<file path="config.mk">
export PLATFORM = sky130hd
export DESIGN_NAME = clock_output_config_regs
export DESIGN_NICKNAME = d
export VERILOG_FILES = /design/src/clock_output_config_pkg.sv /design/src/clock_output_config_regs.sv
export SDC_FILE = /design/constraint.sdc
export NUM_CORES = 1
export LEC_CHECK = 0
export ABC_AREA = 0
export BUFFER_PORTS_ARGS = -buffer_cell sky130_fd_sc_hd__buf_2
export CAP_MARGIN = 40
export CORE_ASPECT_RATIO = 0.6
export CORE_MARGIN = 4
export CORE_UTILIZATION = 45
export CTS_BUF_LIST = sky130_fd_sc_hd__clkbuf_8
export DETAILED_ROUTE_END_ITERATION = 8
export PLACE_DENSITY = 0.86
export SLEW_MARGIN = 0
export SYNTH_ARGS = -nofsm -noshare
export SYNTH_HDL_FRONTEND = slang
export SYNTH_SLANG_ARGS = --single-unit
</file>
<file path="constraint.sdc">
create_clock -name REF_CLK_I -period 4 [get_ports REF_CLK_I]
set_input_delay 0.4 -clock REF_CLK_I [delete_from_list [all_inputs] [get_ports REF_CLK_I]]
set_output_delay 0.4 -clock REF_CLK_I [all_outputs]
set_load 0.1 [all_outputs]
</file>
<file path="src/clock_output_config_pkg.sv">
package clock_output_config_pkg;

  // ----------------------------------------------------------------
  // Register map
  // ----------------------------------------------------------------
  localparam logic [7:0]  OUTPUT_ROUTING_CONTROL_OFFSET       = 8'h07;
  localparam logic [7:0]  SECOND_DIVIDER_NUMERATOR_LOW_OFFSET = 8'h08;
  localparam logic [15:0] OUTPUT_ROUTING_CONTROL_RESET        = 16'h5d1f;
  localparam logic [15:0] SECOND_DIVIDER_NUMERATOR_LOW_RESET  = 16'hc28f;
  // Top bit is never stored and reads as zero
  localparam logic [15:0] OUTPUT_ROUTING_CONTROL_MASK         = 16'h7fff;

  // ----------------------------------------------------------------
  // Field positions
  // ----------------------------------------------------------------
  localparam int MULTI_PIN_ROLE_HI           = 14;
  localparam int MULTI_PIN_ROLE_LO           = 13;
  localparam int AUX_DIVISOR_HI              = 12;
  localparam int AUX_DIVISOR_LO              = 11;
  localparam int AUXILIARY_DIVIDER_SOURCE    = 9;
  localparam int PAIR_TWO_ENABLE             = 8;
  localparam int PAIR_TWO_CHANNEL_SOURCE     = 7;
  localparam int PAIR_TWO_FORMAT_HI          = 4;
  localparam int PAIR_TWO_FORMAT_LO          = 2;
  localparam int PAIR_ONE_ENABLE             = 1;
  localparam int GATE_PIN_POLARITY           = 0;
  localparam int NUMERATOR_HIGH_WIDTH        = 8;
  localparam int NUMERATOR_LOW_WIDTH         = 16;

  // ----------------------------------------------------------------
  // Encodings
  // ----------------------------------------------------------------
  localparam logic [1:0] ROLE_PULLED_LOW  = 2'h0;
  localparam logic [1:0] ROLE_TRISTATE    = 2'h1;
  localparam logic [1:0] ROLE_AUX_CLOCK   = 2'h2;
  localparam logic [1:0] ROLE_CLOCK_READY = 2'h3;

  localparam logic [1:0] AUX_DIV_OFF = 2'h0;
  localparam logic [1:0] AUX_DIV_2   = 2'h1;
  localparam logic [1:0] AUX_DIV_4   = 2'h2;
  localparam logic [1:0] AUX_DIV_8   = 2'h3;

  localparam logic [2:0] FMT_FIRST_ONLY  = 3'h4;
  localparam logic [2:0] FMT_SECOND_ONLY = 3'h5;
  localparam logic [2:0] FMT_ANTIPHASE   = 3'h6;
  localparam logic [2:0] FMT_IN_PHASE    = 3'h7;

endpackage

</file>
<file path="src/clock_output_config_regs.sv">
`timescale 1ns/1ps
module clock_output_config_regs
  import clock_output_config_pkg::*;
(
  input  wire logic        REF_CLK_I,
  input  wire logic        RST_N_I,
  input  wire logic        REG_WR_I,
  input  wire logic [7:0]  REG_ADDR_I,
  input  wire logic [15:0] REG_WDATA_I,
  output logic      [15:0] REG_RDATA_O,
  input  wire logic        FUSE_LOAD_I,
  input  wire logic [15:0] FUSE_CONTROL_I,
  input  wire logic [15:0] FUSE_NUMERATOR_LOW_I,
  input  wire logic [7:0]  NUMERATOR_HIGH_I,
  output logic      [23:0] SECOND_DIVIDER_NUMERATOR_O,
  input  wire logic        FIRST_FRACTIONAL_DIVIDER_I,
  input  wire logic        SECOND_FRACTIONAL_DIVIDER_I,
  input  wire logic        CHANNEL_ZERO_CLK_I,
  input  wire logic        CHANNEL_ONE_CLK_I,
  input  wire logic        PAIR_ONE_CLK_I,
  input  wire logic [2:0]  PAIR_ONE_FORMAT_I,
  input  wire logic        OUTPUT_GATE_PIN_I,
  input  wire logic        CLOCK_READY_I,
  output logic             MULTI_PIN_O,
  output logic             MULTI_PIN_OE_O,
  output logic             FIRST_OUTPUT_O,
  output logic             SECOND_OUTPUT_O,
  output logic             THIRD_OUTPUT_O,
  output logic             FOURTH_OUTPUT_O
);

  // ----------------------------------------------------------------
  // Register file
  // ----------------------------------------------------------------
  logic [15:0] control_ff;
  logic [15:0] nxt_control;
  logic [15:0] numerator_low_ff;
  logic [15:0] nxt_numerator_low;
  logic [15:0] rdata_ff;
  logic [15:0] nxt_rdata;
  logic [23:0] numerator_ff;
  logic [23:0] nxt_numerator;

  always_comb
  begin
    nxt_control       = control_ff;
    nxt_numerator_low = numerator_low_ff;
    // Fuse image wins over a host write in the same cycle
    if (FUSE_LOAD_I)
    begin
      nxt_control       = FUSE_CONTROL_I & OUTPUT_ROUTING_CONTROL_MASK;
      nxt_numerator_low = FUSE_NUMERATOR_LOW_I;
    end
    else if (REG_WR_I && REG_ADDR_I == OUTPUT_ROUTING_CONTROL_OFFSET)
    begin
      // Bit 15 is never stored; bits 10 and 6:5 are stored as the host writes them
      nxt_control = REG_WDATA_I & OUTPUT_ROUTING_CONTROL_MASK;
    end
    else if (REG_WR_I && REG_ADDR_I == SECOND_DIVIDER_NUMERATOR_LOW_OFFSET)
    begin
      nxt_numerator_low = REG_WDATA_I;
    end
    case (REG_ADDR_I)
      OUTPUT_ROUTING_CONTROL_OFFSET:       nxt_rdata = control_ff;
      SECOND_DIVIDER_NUMERATOR_LOW_OFFSET: nxt_rdata = numerator_low_ff;
      default:                             nxt_rdata = 16'h0000;
    endcase
    nxt_numerator = {NUMERATOR_HIGH_I, numerator_low_ff};
  end

  always_ff @(posedge REF_CLK_I)
  begin
    if (!RST_N_I)
    begin
      control_ff       <= OUTPUT_ROUTING_CONTROL_RESET;
      numerator_low_ff <= SECOND_DIVIDER_NUMERATOR_LOW_RESET;
      rdata_ff         <= 16'h0000;
      numerator_ff     <= 24'h000000;
    end
    else
    begin
      control_ff       <= nxt_control;
      numerator_low_ff <= nxt_numerator_low;
      rdata_ff         <= nxt_rdata;
      numerator_ff     <= nxt_numerator;
    end
  end

  assign REG_RDATA_O                = rdata_ff;
  assign SECOND_DIVIDER_NUMERATOR_O = numerator_ff;

  // ----------------------------------------------------------------
  // Field decode
  // ----------------------------------------------------------------
  logic [1:0] multi_pin_role;
  logic [1:0] aux_divisor;
  logic       auxiliary_divider_source;
  logic       pair_two_enable;
  logic       pair_two_channel_source;
  logic [2:0] pair_two_format;
  logic       pair_one_enable;
  logic       gate_polarity;
  logic       gate_active;

  assign multi_pin_role           = control_ff[MULTI_PIN_ROLE_HI:MULTI_PIN_ROLE_LO];
  assign aux_divisor              = control_ff[AUX_DIVISOR_HI:AUX_DIVISOR_LO];
  assign auxiliary_divider_source = control_ff[AUXILIARY_DIVIDER_SOURCE];
  assign pair_two_enable          = control_ff[PAIR_TWO_ENABLE];
  assign pair_two_channel_source  = control_ff[PAIR_TWO_CHANNEL_SOURCE];
  assign pair_two_format          = control_ff[PAIR_TWO_FORMAT_HI:PAIR_TWO_FORMAT_LO];
  assign pair_one_enable          = control_ff[PAIR_ONE_ENABLE];
  assign gate_polarity            = control_ff[GATE_PIN_POLARITY];
  // Polarity flips only the pin sense; enable bits stay active high
  assign gate_active              = OUTPUT_GATE_PIN_I ^ gate_polarity;

  // ----------------------------------------------------------------
  // Auxiliary clock divider
  // ----------------------------------------------------------------
  logic       aux_source;
  logic       aux_source_ff;
  logic [2:0] aux_count_ff;
  logic [2:0] nxt_aux_count;
  logic       aux_clock;

  // Divider outputs are sampled as levels, so they must run well below the clock
  assign aux_source = auxiliary_divider_source ? SECOND_FRACTIONAL_DIVIDER_I
                                               : FIRST_FRACTIONAL_DIVIDER_I;

  always_comb
  begin
    nxt_aux_count = aux_count_ff;
    if (aux_divisor == AUX_DIV_OFF)
      nxt_aux_count = 3'h0;
    else if (aux_source && !aux_source_ff)
      nxt_aux_count = aux_count_ff + 3'h1;
    case (aux_divisor)
      AUX_DIV_2: aux_clock = aux_count_ff[0];
      AUX_DIV_4: aux_clock = aux_count_ff[1];
      AUX_DIV_8: aux_clock = aux_count_ff[2];
      default:   aux_clock = 1'b0;
    endcase
  end

  always_ff @(posedge REF_CLK_I)
  begin
    if (!RST_N_I)
    begin
      aux_source_ff <= 1'b0;
      aux_count_ff  <= 3'h0;
    end
    else
    begin
      aux_source_ff <= aux_source;
      aux_count_ff  <= nxt_aux_count;
    end
  end

  // ----------------------------------------------------------------
  // Pin and output drivers
  // ----------------------------------------------------------------
  logic pin_ff;
  logic nxt_pin;
  logic pin_oe_ff;
  logic nxt_pin_oe;
  logic first_ff;
  logic nxt_first;
  logic second_ff;
  logic nxt_second;
  logic third_ff;
  logic nxt_third;
  logic fourth_ff;
  logic nxt_fourth;
  logic pair_two_source;

  assign pair_two_source = pair_two_channel_source ? CHANNEL_ONE_CLK_I : CHANNEL_ZERO_CLK_I;

  always_comb
  begin
    nxt_pin_oe = 1'b1;
    nxt_pin    = 1'b0;
    case (multi_pin_role)
      ROLE_PULLED_LOW:  nxt_pin = 1'b0;
      ROLE_TRISTATE:    nxt_pin_oe = 1'b0;
      ROLE_AUX_CLOCK:   nxt_pin = aux_clock;
      ROLE_CLOCK_READY: nxt_pin = CLOCK_READY_I;
      default:          nxt_pin = 1'b0;
    endcase
    nxt_first  = 1'b0;
    nxt_second = 1'b0;
    nxt_third  = 1'b0;
    nxt_fourth = 1'b0;
    // Reserved format codes keep both outputs of a pair low
    if (pair_one_enable && gate_active)
    begin
      case (PAIR_ONE_FORMAT_I)
        FMT_FIRST_ONLY:  nxt_first = PAIR_ONE_CLK_I;
        FMT_SECOND_ONLY: nxt_second = PAIR_ONE_CLK_I;
        FMT_ANTIPHASE:
        begin
          nxt_first  = PAIR_ONE_CLK_I;
          nxt_second = !PAIR_ONE_CLK_I;
        end
        FMT_IN_PHASE:
        begin
          nxt_first  = PAIR_ONE_CLK_I;
          nxt_second = PAIR_ONE_CLK_I;
        end
        default: nxt_first = 1'b0;
      endcase
    end
    if (pair_two_enable && gate_active)
    begin
      case (pair_two_format)
        FMT_FIRST_ONLY:  nxt_third = pair_two_source;
        FMT_SECOND_ONLY: nxt_fourth = pair_two_source;
        FMT_ANTIPHASE:
        begin
          nxt_third  = pair_two_source;
          nxt_fourth = !pair_two_source;
        end
        FMT_IN_PHASE:
        begin
          nxt_third  = pair_two_source;
          nxt_fourth = pair_two_source;
        end
        default: nxt_third = 1'b0;
      endcase
    end
  end

  always_ff @(posedge REF_CLK_I)
  begin
    if (!RST_N_I)
    begin
      pin_ff    <= 1'b0;
      pin_oe_ff <= 1'b0;
      first_ff  <= 1'b0;
      second_ff <= 1'b0;
      third_ff  <= 1'b0;
      fourth_ff <= 1'b0;
    end
    else
    begin
      pin_ff    <= nxt_pin;
      pin_oe_ff <= nxt_pin_oe;
      first_ff  <= nxt_first;
      second_ff <= nxt_second;
      third_ff  <= nxt_third;
      fourth_ff <= nxt_fourth;
    end
  end

  assign MULTI_PIN_O     = pin_ff;
  assign MULTI_PIN_OE_O  = pin_oe_ff;
  assign FIRST_OUTPUT_O  = first_ff;
  assign SECOND_OUTPUT_O = second_ff;
  assign THIRD_OUTPUT_O  = third_ff;
  assign FOURTH_OUTPUT_O = fourth_ff;
endmodule

</file>
==> metrics.md <==
| Metric | Value |
|---|---|
| Die area | `0.00854 sq mm` |
| Final WL | `9550 um` |
| Worst-Margin Slew | `0.958 ns` |
| Setup crit end kind | `register` |
| Vias per cell | `5.86` |
| Setup repair bufs after CTS | `0` |
| FP Rows | `23` |
| FF+latch count, synth | `81` |
| Latest clock arrival within the worst-skew pair | `0.36 ns` |
| Final Skew | `0.00718 ns` |
| Slew Viols, Final | `0` |
| Slowest CP cell | `or4_1` |
| Pleak | `0.00166 uW` |
| Yosys cell types | `32` |
| XOR/XNOR share of the synthesized area | `0.00275` |
| CP startpoint | `REG_ADDR_I[5]` |
| Most common cell after layout, fill and taps aside | `buf_2` |
| Min cycle time layout | `1.85 ns` |
| Clock tree sinks | `81` |
| Vias | `3168` |
| Maximum VDD drop | `0.287 mV` |
| Syn Area/Cell | `9.27 sq um` |
| Layout cells sized above 1 | `0.322` |
| First-pass GRT wire length | `14700 um` |
| Area growth syn-to-layout | `25.7%` |
| YS warnings | `0` |
| Port buffer count | `122` |
| Post_cts resized | `0` |
| Final worst-path cycle share | `0.462` |
| Crit path DAT | `2.06 ns` |
| Worst path bufs/invs | `2` |
| Fmax | `0.541 GHz` |
| Syn nets | `423` |
| # diodes | `0` |
| CTS tree | `built` |
| Mux cell area share after synthesis | `0.0133` |
| Synth Area in Simple Gates | `0.202` |
| DR WL/cell | `17.6 um` |
| Num CTS Buffers | `9` |
| Top delay family on crit path | `simple AND/OR/NAND/NOR gates` |
| Total track usage | `0.225` |
| Place WS | `1.80 ns` |
| Post-route DRC | `0` |
| Final setup vio count | `0` |
| Horiz. Die Dim | `117 um` |
| Overflow after GRT | `0` |
| CORE AREA | `0.00676 sq mm` |
| Post-layout util | `0.593` |
| Most frequent cells in the layout | `buf_2 (122), dfxtp_1 (81), nor2_1 (36)` |
| Ports | `124` |
| Cells after Synth | `344` |
| Pin count of the biggest net entering global routing | `47` |
| Cts hold-fix bufs | `0` |
| Synth Area in Compound Gates | `0.213` |
| Largest family of logic cells by synthesized area | `compound AO/OA/AOI/OAI gates` |
| RSZ-0062 raised after global routing | `false` |
| Clk slew on worst S/H paths | `0.08 ns` |
| Clk root buf | `clkbuf_8` |
| Clock Path Buffers | `2` |
| Maxcap violations | `0` |
| H-tree depth | `3` |
| Detailed Routing Iterations Pass 1 | `6` |
| CP Cell Sequence | `buf_2 -> or4_1 -> buf_8 -> o31ai_1 -> a31oi_1` |
| Setup_tns | `0 ns` |
| Final setup margin | `2.15 ns` |
| Syn Std Cell Area | `0.00319 sq mm` |
| Seq/Total Area, Yosys | `0.509` |
| Total Power Consumption | `1680 uW` |
| Pwr Density | `420 mW/mm^2` |
| Initial antenna violation count | `0` |
| RR Startpoint | `aux_count_ff[0]` |
| Iteration-0 DRC Markers | `368` |
| Hold/Removal Path Class | `in2reg` |
| Adder-cell area share of the yosys netlist | `0.00392` |
| Critical Path RT | `4.21 ns` |
| Status | `finished, final reports clean` |
| Routed Antenna Nets | `0` |
| Initial core utilization | `0.471` |
| Critical path type | `in2reg` |
| DP HPWL | `6690 um` |
| Nets | `529` |
| GP Congestion | `0.821` |
| Die span in y | `73.2 um` |
| Final Hold Viols | `0` |
| Startpoint Class | `primary input` |
| CP max stage delay | `0.87 ns` |
| Worst Path Max Fanout | `16` |
| Via count of the first global-routing pass | `2879` |
| Relative slew slack | `0.358` |
| Worst hold path startpoint | `NUMERATOR_HIGH_I[2]` |
==> flip-flops by register name (all words and copies together), names as in the netlist, 3 cells and up <==
signal                      cells
SECOND_DIVIDER_NUMERATOR_O     24
control_ff                     15
numerator_low_ff               16
REG_RDATA_O                    16
aux_count_ff                    3
==> Yosys cell counts <==
| master | count | area [sq um] |
|---|---|---|
| a22oi_1 | 15 | 113 |
| nand4b_1 | 1 | 8.76 |
| or3_1 | 1 | 6.26 |
| and4b_1 | 1 | 10.0 |
| nor2b_1 | 2 | 12.5 |
| xor2_1 | 1 | 8.76 |
| a21oi_1 | 5 | 25.0 |
| a31oi_1 | 32 | 200 |
| nand2b_1 | 1 | 6.26 |
| mux2i_1 | 2 | 20.0 |
| nand4_1 | 33 | 206 |
| buf_6 | 4 | 45.0 |
| or4b_1 | 1 | 10.0 |
| buf_2 | 3 | 15.0 |
| a21boi_0 | 1 | 7.51 |
| and2_1 | 25 | 156 |
| o211ai_1 | 1 | 7.51 |
| clkbuf_1 | 25 | 93.8 |
| nand3b_1 | 3 | 22.5 |
| inv_1 | 6 | 22.5 |
| nor4_2 | 1 | 12.5 |
| o31ai_1 | 32 | 240 |
| nand2_1 | 6 | 22.5 |
| o21ai_0 | 17 | 85.1 |
| nor4b_2 | 1 | 15.0 |
| buf_1 | 1 | 3.75 |
| dfxtp_1 | 81 | 1620 |
| or4_1 | 2 | 15.0 |
| nor2_1 | 36 | 135 |
| nor3_1 | 1 | 5.00 |
| ha_1 | 1 | 12.5 |
| mux2_2 | 2 | 22.5 |
==> final cells by class <==
type,count,area [sq um]
Fill cell,604,2750
Sequential cell,81,1620
Multi-Input combinational cell,224,1400
Timing Repair Buffer,128,691
Clock buffer,9,124
Tap cell,87,109
Clock inverter,6,37.5
Inverter,6,22.5
==> final timing paths <==
check	endpoint	slack [ns]	depth (start not counted)
worst max register to register	aux_count_ff[2]	2.72	4
worst min register to register	REG_RDATA_O[15]	0.48	2
worst max-delay path	control_ff[5]	2.15	5
worst min-delay path	SECOND_DIVIDER_NUMERATOR_O[18]	0.23	2
==> power by group <==
part | total, uW | switching, uW | internal [uW] | leakage, uW
sequential | 871 | 25.5 | 846 | 0.000668
combinational | 302 | 222 | 80.2 | 0.000913
clock | 510 | 292 | 218 | 0.0000823
==> per-layer routing <==
metal  up-vias  global-route usage  routed length, um  share of wire
li1       1493                   -                  -              -
met1      1466               0.312               4220           0.44
met2       192               0.345               4180           0.44
met3        17              0.0613               1020           0.11
met4         0              0.0687                126          0.013
met5         -                   0                  0              0
==> through the flow <==
stage,hold WS [ns],instance area (sq um),std cells
after global placement,0.452,3790,523
after detailed placement,0.461,3850,526
after floorplan,0.418,3190,344
after CTS,0.216,4010,541
after global routing,0.224,4010,541
final,0.233,4010,541
==> worst reg2reg max path: stages, from the launching register on <==
cell and delay (ns):
dfxtp_1 0.37, ha_1 0.16, inv_1 0.05, or4_1 0.49
a21oi_1 0.14
==> logic make-up (layout without fill, tap and decap cells) <==
kind of cell / count (synthesis) / in the layout
and+or+nand+nor: 115 / 115
muxes: 4 / 4
DFF: 81 / 81
buffers and inverters: 39 / 149
AOI/OAI and AO/OA: 103 / 103
adders and majority gates: 1 / 1
xor gates and xnor gates: 1 / 1
Power figures use the tool's default switching activity.
